===== config.mk =====
export PLATFORM = sky130hd
export DESIGN_NAME = wwd_top
export DESIGN_NICKNAME = d
export VERILOG_FILES = /design/src/design/wwd_pkg.sv /design/src/design/wwd_tick_div.sv /design/src/design/wwd_top.sv
export SDC_FILE = /design/constraint.sdc
export NUM_CORES = 1
export LEC_CHECK = 0
export BUFFER_PORTS_ARGS = -buffer_cell sky130_fd_sc_hd__buf_2
export CAP_MARGIN = 30
export CORE_MARGIN = 2
export CORE_UTILIZATION = 50
export CTS_BUF_LIST = sky130_fd_sc_hd__clkbuf_8
export DETAILED_ROUTE_END_ITERATION = 8
export PLACE_DENSITY = 0.81
export SKIP_CTS_REPAIR_TIMING = 1
export SLEW_MARGIN = 15
export SYNTH_ARGS = -nofsm -noshare
export SYNTH_HDL_FRONTEND = slang
export SYNTH_SLANG_ARGS = --single-unit

===== constraint.sdc =====
create_clock -name ref_clk_in -period 2.15 [get_ports ref_clk_in]
set_input_delay 0.1075 -clock ref_clk_in [delete_from_list [all_inputs] [get_ports ref_clk_in]]
set_output_delay 0.1075 -clock ref_clk_in [all_outputs]
set_load 0.01 [all_outputs]

===== src/design/wwd_pkg.sv =====
// shared constants and types of the windowed watchdog
package wwd_pkg;

    // register byte addresses
    localparam logic [31:0] WWD_ADDR_CTRL   = 32'h4000_2c00;
    localparam logic [31:0] WWD_ADDR_CFG    = 32'h4000_2c04;
    localparam logic [31:0] WWD_ADDR_STAT   = 32'h4000_2c08;

    // field positions
    localparam int          WWD_ARM_BIT     = 7;
    localparam int          WWD_MSB_BIT     = 6;
    localparam int          WWD_EWI_BIT     = 9;
    localparam int          WWD_TB_LSB      = 7;
    localparam int          WWD_FLAG_BIT    = 0;

    // widths
    localparam int          WWD_CNT_W       = 7;
    localparam int          WWD_DIV_W       = 15;

    // counter landmarks
    localparam logic [6:0]  WWD_EARLY_VAL   = 7'h40;
    localparam logic [6:0]  WWD_PRE_EARLY   = 7'h41;
    localparam logic [6:0]  WWD_WRAP_VAL    = 7'h7f;

    // values after reset
    localparam logic [6:0]  WWD_CNT_RST     = 7'h7f;
    localparam logic [6:0]  WWD_WIN_RST     = 7'h7f;
    localparam logic [1:0]  WWD_TB_RST      = 2'h0;

    // base division of the bus clock, in cycles
    localparam int unsigned WWD_BASE_DIV    = 4096;

    // register bus request, sampled on the bus clock
    typedef struct packed {
        logic        wr;
        logic        rd;
        logic [31:0] addr;
        logic [15:0] wdata;
    } wwd_bus_req_t;

    // tick divider state
    typedef struct packed {
        logic [WWD_DIV_W-1:0] cnt;
        logic                 tick;
    } wwd_div_state_t;

    localparam wwd_div_state_t WWD_DIV_RST = '{cnt: 15'h0000, tick: 1'b0};

    // watchdog core state
    typedef struct packed {
        logic                 armed;
        logic [WWD_CNT_W-1:0] counter;
        logic [WWD_CNT_W-1:0] window;
        logic [1:0]           tb_sel;
        logic                 ewi_en;
        logic                 ew_flag;
        logic                 rst_req;
        logic                 irq;
        logic [15:0]          rdata;
    } wwd_state_t;

    localparam wwd_state_t WWD_STATE_RST = '{
        armed: 1'b0, counter: WWD_CNT_RST, window: WWD_WIN_RST, tb_sel: WWD_TB_RST,
        ewi_en: 1'b0, ew_flag: 1'b0, rst_req: 1'b0, irq: 1'b0, rdata: 16'h0000};

endpackage : wwd_pkg


===== src/design/wwd_tick_div.sv =====
// tick divider: bus clock / base / 2^select
`timescale 1ns/1ps
`default_nettype none
module wwd_tick_div #(
    parameter int unsigned BASE_DIV = wwd_pkg::WWD_BASE_DIV
) (
    input  wire logic       ref_clk_in,   // bus clock
    input  wire logic       nrst_in,      // async reset, active low
    input  wire logic       clr_in,       // sync module reset
    input  wire logic       en_in,        // count enable
    input  wire logic [1:0] tb_sel_in,    // timebase select
    output logic            tick_out      // one-cycle tick pulse
);
    import wwd_pkg::*;

    wwd_div_state_t state;
    wwd_div_state_t next_state;
    logic [WWD_DIV_W-1:0] term;

    // last count of a period; >= catches a select that shrank mid-period
    function automatic logic [WWD_DIV_W-1:0] wwd_term(input logic [1:0] sel);
        logic [WWD_DIV_W:0] full;
        full = (WWD_DIV_W+1)'(BASE_DIV) << sel;
        return WWD_DIV_W'(full - 1'b1);
    endfunction

    assign term = wwd_term(tb_sel_in);

    // next-state of the divider
    always_comb begin
        next_state      = state;
        next_state.tick = 1'b0;
        if (clr_in) begin
            next_state = WWD_DIV_RST;
        end else if (en_in) begin
            if (state.cnt >= term) begin
                next_state.cnt  = '0;
                next_state.tick = 1'b1;
            end else begin
                next_state.cnt = state.cnt + 1'b1;
            end
        end
    end

    always_ff @(posedge ref_clk_in or negedge nrst_in) begin
        if (!nrst_in) begin
            state <= WWD_DIV_RST;
        end else begin
            state <= next_state;
        end
    end

    assign tick_out = state.tick;
endmodule : wwd_tick_div
`default_nettype wire


===== src/design/wwd_top.sv =====
// windowed watchdog: counter, window compare, early warning, reset request
// How it works
// the 7-bit counter counts down and wraps on every tick, armed or not.
// one tick comes every base times 2^select bus clocks (select 0..3 gives 1,2,4,8).
// arming is off after reset, a written 1 arms, a 0 does nothing, only reset disarms.
// when armed, a tick taking the counter from 0x40 to 0x3f requests a system reset.
// when armed, a counter write with the top bit 0 requests a system reset.
// when armed, a counter write while the counter is above the window requests a reset.
// software refreshes while the counter is at or below the window value, which reloads with no reset.
// the window holds what software wrote, is only compared, and resets to all ones.
// the early-warning flag sets when the counter steps to 0x40, enable or not.
// with the warning enable set, the interrupt rises together with the flag.
// the warning enable is set by a written 1, ignores 0, and clears only on reset.
// one tick lies between the warning and the timeout, the window for a last refresh.
// in debug halt the counter runs on or freezes as the debug input selects.
// dropping the clock enable stops the count, and the module reset restores all state.
// the warning flag clears only on a written 0 or a reset; a written 1 is ignored.
// reserved bits read zero and ignore writes; the counter field reads live.
// the reset request is a one-cycle pulse, raised only while armed.
`timescale 1ns/1ps
`default_nettype none
module wwd_top #(
    parameter int unsigned BASE_DIV = wwd_pkg::WWD_BASE_DIV
) (
    input  wire logic                 ref_clk_in,      // bus clock, 40 MHz
    input  wire logic                 nrst_in,         // async reset, active low
    input  wire logic                 clk_en_in,       // module clock enable
    input  wire logic                 mod_rst_in,      // sync module reset, active high
    input  wire logic                 dbg_halt_in,     // core halted in debug
    input  wire logic                 dbg_freeze_in,   // freeze counter while halted
    input  wire wwd_pkg::wwd_bus_req_t bus_req_in,     // register access
    output logic [15:0]               rdata_out,       // read data, one cycle after rd
    output logic                      sys_rst_req_out, // system reset request pulse
    output logic                      irq_out          // watchdog interrupt level
);
    import wwd_pkg::*;

    wwd_state_t state;
    wwd_state_t next_state;

    logic div_en;
    logic tick_raw;
    logic tick;
    logic wr_ctrl;
    logic wr_cfg;
    logic wr_stat;
    logic arm_now;
    logic wr_bad;
    logic cause;

    // freeze in debug only when asked; no enable, no counting
    assign div_en = clk_en_in && !(dbg_halt_in && dbg_freeze_in);

    wwd_tick_div #(
        .BASE_DIV (BASE_DIV)
    ) u_div (
        .ref_clk_in (ref_clk_in),
        .nrst_in    (nrst_in),
        .clr_in     (mod_rst_in),
        .en_in      (div_en),
        .tb_sel_in  (state.tb_sel),
        .tick_out   (tick_raw)
    );

    // a tick already in flight when the halt begins is dropped too
    assign tick = tick_raw && div_en;

    // address decode
    assign wr_ctrl = bus_req_in.wr && (bus_req_in.addr == WWD_ADDR_CTRL);
    assign wr_cfg  = bus_req_in.wr && (bus_req_in.addr == WWD_ADDR_CFG);
    assign wr_stat = bus_req_in.wr && (bus_req_in.addr == WWD_ADDR_STAT);

    // the write's own arm bit counts, so arm plus bad value resets at once
    assign arm_now = state.armed || bus_req_in.wdata[WWD_ARM_BIT];
    assign wr_bad  = arm_now && (!bus_req_in.wdata[WWD_MSB_BIT]
                                 || (state.counter > state.window));

    // read mux, reserved bits zero
    function automatic logic [15:0] wwd_read(input wwd_state_t s, input logic [31:0] a);
        logic [15:0] d;
        d = 16'h0000;
        case (a)
            WWD_ADDR_CTRL: begin
                d[WWD_ARM_BIT]            = s.armed;
                d[WWD_CNT_W-1:0]          = s.counter;
            end
            WWD_ADDR_CFG: begin
                d[WWD_EWI_BIT]            = s.ewi_en;
                d[WWD_TB_LSB +: 2]        = s.tb_sel;
                d[WWD_CNT_W-1:0]          = s.window;
            end
            WWD_ADDR_STAT: begin
                d[WWD_FLAG_BIT]           = s.ew_flag;
            end
            default: begin
                d = 16'h0000;
            end
        endcase
        return d;
    endfunction

    // next state of the whole block
    always_comb begin
        next_state         = state;
        next_state.rst_req = 1'b0;
        cause              = 1'b0;
        if (mod_rst_in) begin
            next_state = WWD_STATE_RST;
        end else begin
            // flag clear first so a same-cycle set below wins
            if (wr_stat && !bus_req_in.wdata[WWD_FLAG_BIT]) begin
                next_state.ew_flag = 1'b0;
            end
            // free-running count, wraps 0 -> 7f through plain subtraction
            if (tick) begin
                next_state.counter = state.counter - 1'b1;
                if (state.counter == WWD_PRE_EARLY) begin
                    next_state.ew_flag = 1'b1;
                end
                if (state.counter == WWD_EARLY_VAL) begin
                    cause = state.armed;
                end
            end
            // refresh overrides the tick, so a feed in the last tick saves it
            if (wr_ctrl) begin
                next_state.counter = bus_req_in.wdata[WWD_CNT_W-1:0];
                next_state.armed   = arm_now;
                cause              = wr_bad;
            end
            // configuration; window is touched by nothing else
            if (wr_cfg) begin
                next_state.window = bus_req_in.wdata[WWD_CNT_W-1:0];
                next_state.tb_sel = bus_req_in.wdata[WWD_TB_LSB +: 2];
                next_state.ewi_en = state.ewi_en
                                    || bus_req_in.wdata[WWD_EWI_BIT];
            end
            // back-to-back causes would merge; the controller needs one edge
            next_state.rst_req = cause && !state.rst_req;
            next_state.irq     = next_state.ew_flag && next_state.ewi_en;
            if (bus_req_in.rd) begin
                next_state.rdata = wwd_read(state, bus_req_in.addr);
            end
        end
    end

    always_ff @(posedge ref_clk_in or negedge nrst_in) begin
        if (!nrst_in) begin
            state <= WWD_STATE_RST;
        end else begin
            state <= next_state;
        end
    end

    assign rdata_out       = state.rdata;
    assign sys_rst_req_out = state.rst_req;
    assign irq_out         = state.irq;
endmodule : wwd_top
`default_nettype wire


==> results of run 1 <==
==> per-layer routing <==
layer	part of all wire (%)	up-vias	wire length [um]
met4	1.0	0	70
met3	7.6	8	519
met5	0	-	0
li1	-	1237	-
met2	51	98	3460
met1	41	1238	2790
==> area by class of cell <==
| class | count | area, um2 | share of cell area, % |
|---|---|---|---|
| clock buffers | 5 | 68.8 | 1.97 |
| clock inverters | 3 | 12.5 | 0.358 |
| inverters | 12 | 45.0 | 1.29 |
| multi-input cells | 233 | 1680 | 48.2 |
| flip-flops and latches | 47 | 1190 | 34.2 |
| well taps | 75 | 93.8 | 2.69 |
| repair buffers | 73 | 398 | 11.4 |
==> kinds of logic after synthesis <==
group | Yosys count | synth area share (%)
AND/OR/NAND/NOR | 136 | 28.3
AO/OA/AOI/OAI | 56 | 13.3
flip-flops | 47 | 39.5
buffers and inverters | 37 | 6.71
adder cells (fa/ha/maj) | 14 | 5.80
multiplexers | 13 | 4.31
XOR/XNOR | 7 | 2.03
other | 1 | 0.124
==> path summary, 6_finish.rpt <==
check | startpoint | endpoint | slack (ns) | depth (start not counted)
worst min-delay path | bus_req_in[5] | state[34] | 0.05 | 3
worst max register to register | state[21] | u_div.state[5] | 0.07 | 7
worst max-delay path | state[21] | u_div.state[5] | 0.07 | 7
worst min register to register | rdata_out[8] | rdata_out[8] | 0.53 | 2
min in group asynchronous | nrst_in | rdata_out[6] | 0.41 | 3
max in group asynchronous | nrst_in | u_div.state[12] | 1.32 | 3
==> per-stage QoR <==
step	cells	hold WS (ns)	power [mW]
floorplan	316	-0.188	0.979
global placement	437	0.226	1.07
detailed placement	437	0.235	1.07
CTS	445	-0.0868	1.58
global route	448	0.0564	1.63
finish	448	0.0533	1.56
==> synthesized netlist by cell type, types with 2 or more instances <==
library cell	instances	share of area, %
or3_1	2	0.41
nor4_4	6	4.2
and2_1	8	1.7
dfrtp_1	33	27
nor2_1	18	2.2
a21boi_0	2	0.50
ha_1	14	5.8
and3_1	5	1.0
xnor2_1	7	2.0
a21o_1	7	1.7
buf_4	16	4.0
nor3b_1	2	0.50
nand3b_1	2	0.50
mux2i_1	13	4.3
a31o_2	2	0.58
o22ai_1	2	0.41
a221o_1	8	2.7
nand4_1	8	1.7
dfstp_2	14	12
nand2_1	39	4.8
nor3_1	10	1.7
nor4b_1	3	0.87
o211ai_1	7	1.7
clkbuf_1	6	0.75
a211o_1	2	0.58
nor4b_4	2	1.6
buf_2	3	0.50
o21ai_0	6	0.99
a21oi_1	14	2.3
inv_1	11	1.4
nand3_1	19	3.1
and4_1	2	0.58
==> critical path: stages (launching register included) <==
cell and delay, ns:
dfrtp_1 0.43, inv_1 0.07, ha_1 0.30, and3_1 0.18
and3b_2 0.24, a211o_4 0.36, or3_1 0.35, nand3_1 0.09
==> sequential cells by signal, summed over array words and instances, names as in the netlist <==
name	flops
u_div.state	15
state	19
rdata_out	10
u_div.tick_out	1
irq_out	1
sys_rst_req_out	1
==> power by group through the flow <==
stage,Sequential (mW),Combinational (mW),Clock [mW]
floorplan,0.907,0.0712,0
global placement,0.908,0.162,0
detailed placement,0.908,0.165,0
CTS,0.892,0.165,0.519
global route,0.892,0.187,0.550
finish,0.892,0.168,0.502
==> flow_summary_export.csv, run 1 <==
group,metric,value,unit
global_route,gr-usage-all-layers,20.7,%
worst_setup_path,crit_path_end_kind,"flip-flop",
hold_path,hold_class,"in -> reg",
logic_synthesis,async_reset_ff_share,100,%
cells_and_area,drive_gt1_share,30.6,%
sta,clock.fmax,482,MHz
cells_and_area,area_delta_synth_final,15.7,%
worst_setup_path,path_max_fanout,5,
clock_network,cts_root_buffer,"clkbuf_8",
logic_synthesis,synth_edf_count,0,
global_route,top_usage_layer,"met2",
logic_synthesis,ys_seq_elements,47,
logic_synthesis,avgSynthCellArea,9.72,um2
place,globalplace.congestion,0.854,
drt,drt-total-wl,6830,um
power,p_per_area,447,nW/um2
sta,fin_skew,0.00681,ns
global_route,use_met2,36.8,%
cells_and_area,stdcell_area,3490,um2
drt,wl_per_cell,15.2,um
power,internal_power,1.17,mW
global_route,grt_use_met3,3.85,%
drt,viasPerCell,5.76,
logic_synthesis,syn_inst,311,
power,pwr-share-clk,32.1,%
clock_network,clock_latency,0.30,ns
outcome,status,"finished clean",
power,pwr-share-seq,57.1,%
sta,fin_crit_sh,96.6,%
drt,first_iter_violations,139,
place,dp_slack,-0.0153,ns
sta,hold_viol_final,0,
job,cap_violations,0,
place,dp_hpwl,5170,um
logic_synthesis,synth_flop_cell,"dfrtp_1",
global_route,overflow,0,
clock_network,tritoncts,"done",
drt,vias,2581,
worst_setup_path,critPathKind,"reg -> reg",
global_route,grt_max_degree,48,
cells_and_area,fill_cells,502,
drt,drtAntennaViolNets,0,
logic_synthesis,syn_area,3020,um2
drt,drt_first_pass_iters,4,
die,core_area,5890,um2
clock_network,clkTransAtPathRegs,0.08,ns
sta,tns,0,ns
cells_and_area,antennaDiodeCount,0,
place,io_buffers,61,
worst_setup_path,worstPathRequired,2.38,ns
die,die_w,81.7,um
sta,slew_viol_final,0,
clock_network,cts.htree.levels,2,
power,ir_drop,308,uV
cells_and_area,nNetsFinal,442,
power,p_leak,1.64,nW
worst_setup_path,startpoint_type,"flip-flop",
die,dieArea,6680,um2
logic_synthesis,yosys_warnings,0,
global_route,grt_pass1_vias,2486,
logic_synthesis,synth.distinct_cells,50,
global_route,met1_usage,24.8,%
global_route,grt_pass1_wl,10700,um
cells_and_area,layout_commonest_cell,"buf_2",
power,p_sw_share,24.8,%
clock_network,cts.sinks,47,
cells_and_area,layout_common_cells,"61 x buf_2, 39 x nand2_1, 33 x dfrtp_1",
cells_and_area,utilization,59.4,%
clock_network,cts_buffer_depth,2,
place,place_area,3360,um2
die,dieHeight,81.7,um
global_route,antenna_found_initial,0,
sta,setup_viol,0,
sta,worstMarginPinSlew,0.896,ns
sta,min_period,2.08,ns
logic_synthesis,ys_seq_area_share,39.5,%
clock_network,cts-buffers-inserted,5,
power,switchingPower,0.387,mW
die,top_level_ports,74,
die,rows,28,
sta,timing.final.ws_setup,0.0736,ns
sta,relSlewSlack,40.0,%
worst_setup_path,arrival,2.31,ns
drt,remaining_drc_errors,0,
die,start_util,51.3,%
power,combPwrFrac,10.8,%
Power figures use the tool's default switching activity.
==> inputs of run 2 (changes only) <==
- CORE_UTILIZATION: 50 -> 40
- PLACE_DENSITY: 0.81 -> 0.68
==> flow_summary_export.csv, run 2 (synthesis gave the netlist of run 1 again) <==
group,metric,value,unit
outcome,status,"finished clean",
clock_network,tritoncts,"done",
worst_setup_path,startpoint_type,"flip-flop",
cells_and_area,drive_gt1_share,32.2,%
sta,fin_skew,0.0201,ns
global_route,grt_pass1_wl,11000,um
sta,clock.fmax,488,MHz
cells_and_area,fill_cells,711,
cells_and_area,layout_commonest_cell,"buf_2",
clock_network,clkTransAtPathRegs,0.10,ns
global_route,grt_max_degree,23,
cells_and_area,area_delta_synth_final,18.8,%
cells_and_area,utilization,49.2,%
die,dieArea,8270,um2
power,p_per_area,485,nW/um2
cells_and_area,largest_register_ffs,19,
global_route,gr-usage-all-layers,16.4,%
place,place_area,3410,um2
sta,hold_viol_final,0,
cells_and_area,layout_common_cells,"61 x buf_2, 39 x nand2_1, 33 x dfrtp_1",
cells_and_area,antennaDiodeCount,0,
hold_path,hold_class,"in -> reg",
die,die_w,90.9,um
clock_network,cts-buffers-inserted,5,
sta,relSlewSlack,41.6,%
sta,fin_crit_sh,95.3,%
sta,slew_viol_final,0,
drt,first_iter_violations,60,
drt,wl_per_cell,14.5,um
clock_network,cts.sinks,47,
drt,vias,2589,
sta,rsz0062_at_grt,"no",
place,post-place-cells,464,
power,ir_drop,357,uV
die,rows,31,
clock_network,clock_latency,0.31,ns
drt,drtAntennaViolNets,0,
die,dieHeight,90.9,um
drt,remaining_drc_errors,0,
place,dp_hpwl,5250,um
worst_setup_path,arrival,2.30,ns
power,p_leak,1.66,nW
job,cap_violations,0,
power,total_power,1.74,mW
cells_and_area,regMostFlops,"state",
worst_setup_path,reg2reg_slack,0.10,ns
drt,drt_first_pass_iters,4,
sta,min_period,2.05,ns
hold_path,holdPathStages,3,
global_route,grt_pass1_vias,2408,
sta,setup_viol,0,
sta,worstMarginPinSlew,0.873,ns
die,core_area,7290,um2
worst_setup_path,crit_path_end_kind,"flip-flop",
clock_network,cts.htree.levels,2,
cells_and_area,nNetsFinal,445,
worst_setup_path,critPathKind,"reg -> reg",
worst_setup_path,slowest_stage,"dfrtp_1",
place,io_buffers,61,
global_route,overflow,0,
worst_setup_path,crit_chain,"nand2_1 -> ha_4 -> and3_1 -> and3b_2 -> a211o_4 -> or3_1 -> nand3_1",
global_route,antenna_found_initial,0,
clock_network,cts_buffer_depth,2,
drt,viasPerCell,5.45,
sta,timing.final.ws_setup,0.102,ns
worst_setup_path,worst-r2r-cell-count,7,
worst_setup_path,path_max_fanout,5,
die,start_util,41.4,%
drt,drt-total-wl,6870,um
cells_and_area,final-instance-count-excl-fill,475,
worst_setup_path,critical_path.max_stage_delay,0.43,ns
die,top_level_ports,74,
place,dp_slack,-0.0283,ns
clock_network,cts_root_buffer,"clkbuf_8",
place,globalplace.congestion,0.853,
cells_and_area,stdcell_area,3590,um2
worst_setup_path,worstPathRequired,2.40,ns
run 2: cell count changes in the layout (fill, tap and decap cells not counted), sizes merged:
cell      previous run  this run
bufinv               0         1
clkinvlp             0         1
inv                 13        12
clkinv               2         1
buf                 72        75
run 2: worst max-delay path, delay by kind of cell (launching register included):
kind            cells  cell delay, ns
flops               1            0.43
fa+ha+maj           1            0.23
compound gates      1            0.36
simple gates        5            0.97
run 2: area by class of cell:
| type | instances | area (um2) | share of cell area [%] |
|---|---|---|---|
| inverters | 12 | 45.0 | 1.25 |
| clock buffers | 5 | 68.8 | 1.92 |
| flip-flops and latches | 47 | 1190 | 33.2 |
| well taps | 99 | 124 | 3.45 |
| clock inverters | 3 | 46.3 | 1.29 |
| multi-input cells | 233 | 1690 | 47.1 |
| repair buffers | 76 | 420 | 11.7 |
run 2: final timing paths:
check | to | start
max | u_div.state[5] | state[21]
min | state[34] | bus_req_in[5]
max reg2reg | u_div.state[5] | state[21]
min reg2reg | state[23] | state[23]
max in group asynchronous | state[33] | nrst_in
min in group asynchronous | rdata_out[1] | nrst_in
run 2: power breakdown:
group          internal, mW  switching (mW)  leakage (nW)
combinational        0.0708           0.103         0.995
clock                 0.351           0.324        0.0548
sequential            0.888         0.00435         0.607
run 2: stage by stage:
step / setup TNS, ns / hold slack (ns)
floorplan: 0 / -0.188
global placement: 0 / 0.124
detailed placement: -0.0302 / 0.129
CTS: -0.154 / -0.215
global route: 0 / 0.0201
finish: 0 / 0.0330
run 2: layer usage:
layer	GRT usage [%]	share of wire [%]
met1	20.7	46
met2	28.6	47
met3	4.17	6.6
met4	2.65	0.39
met5	0	0
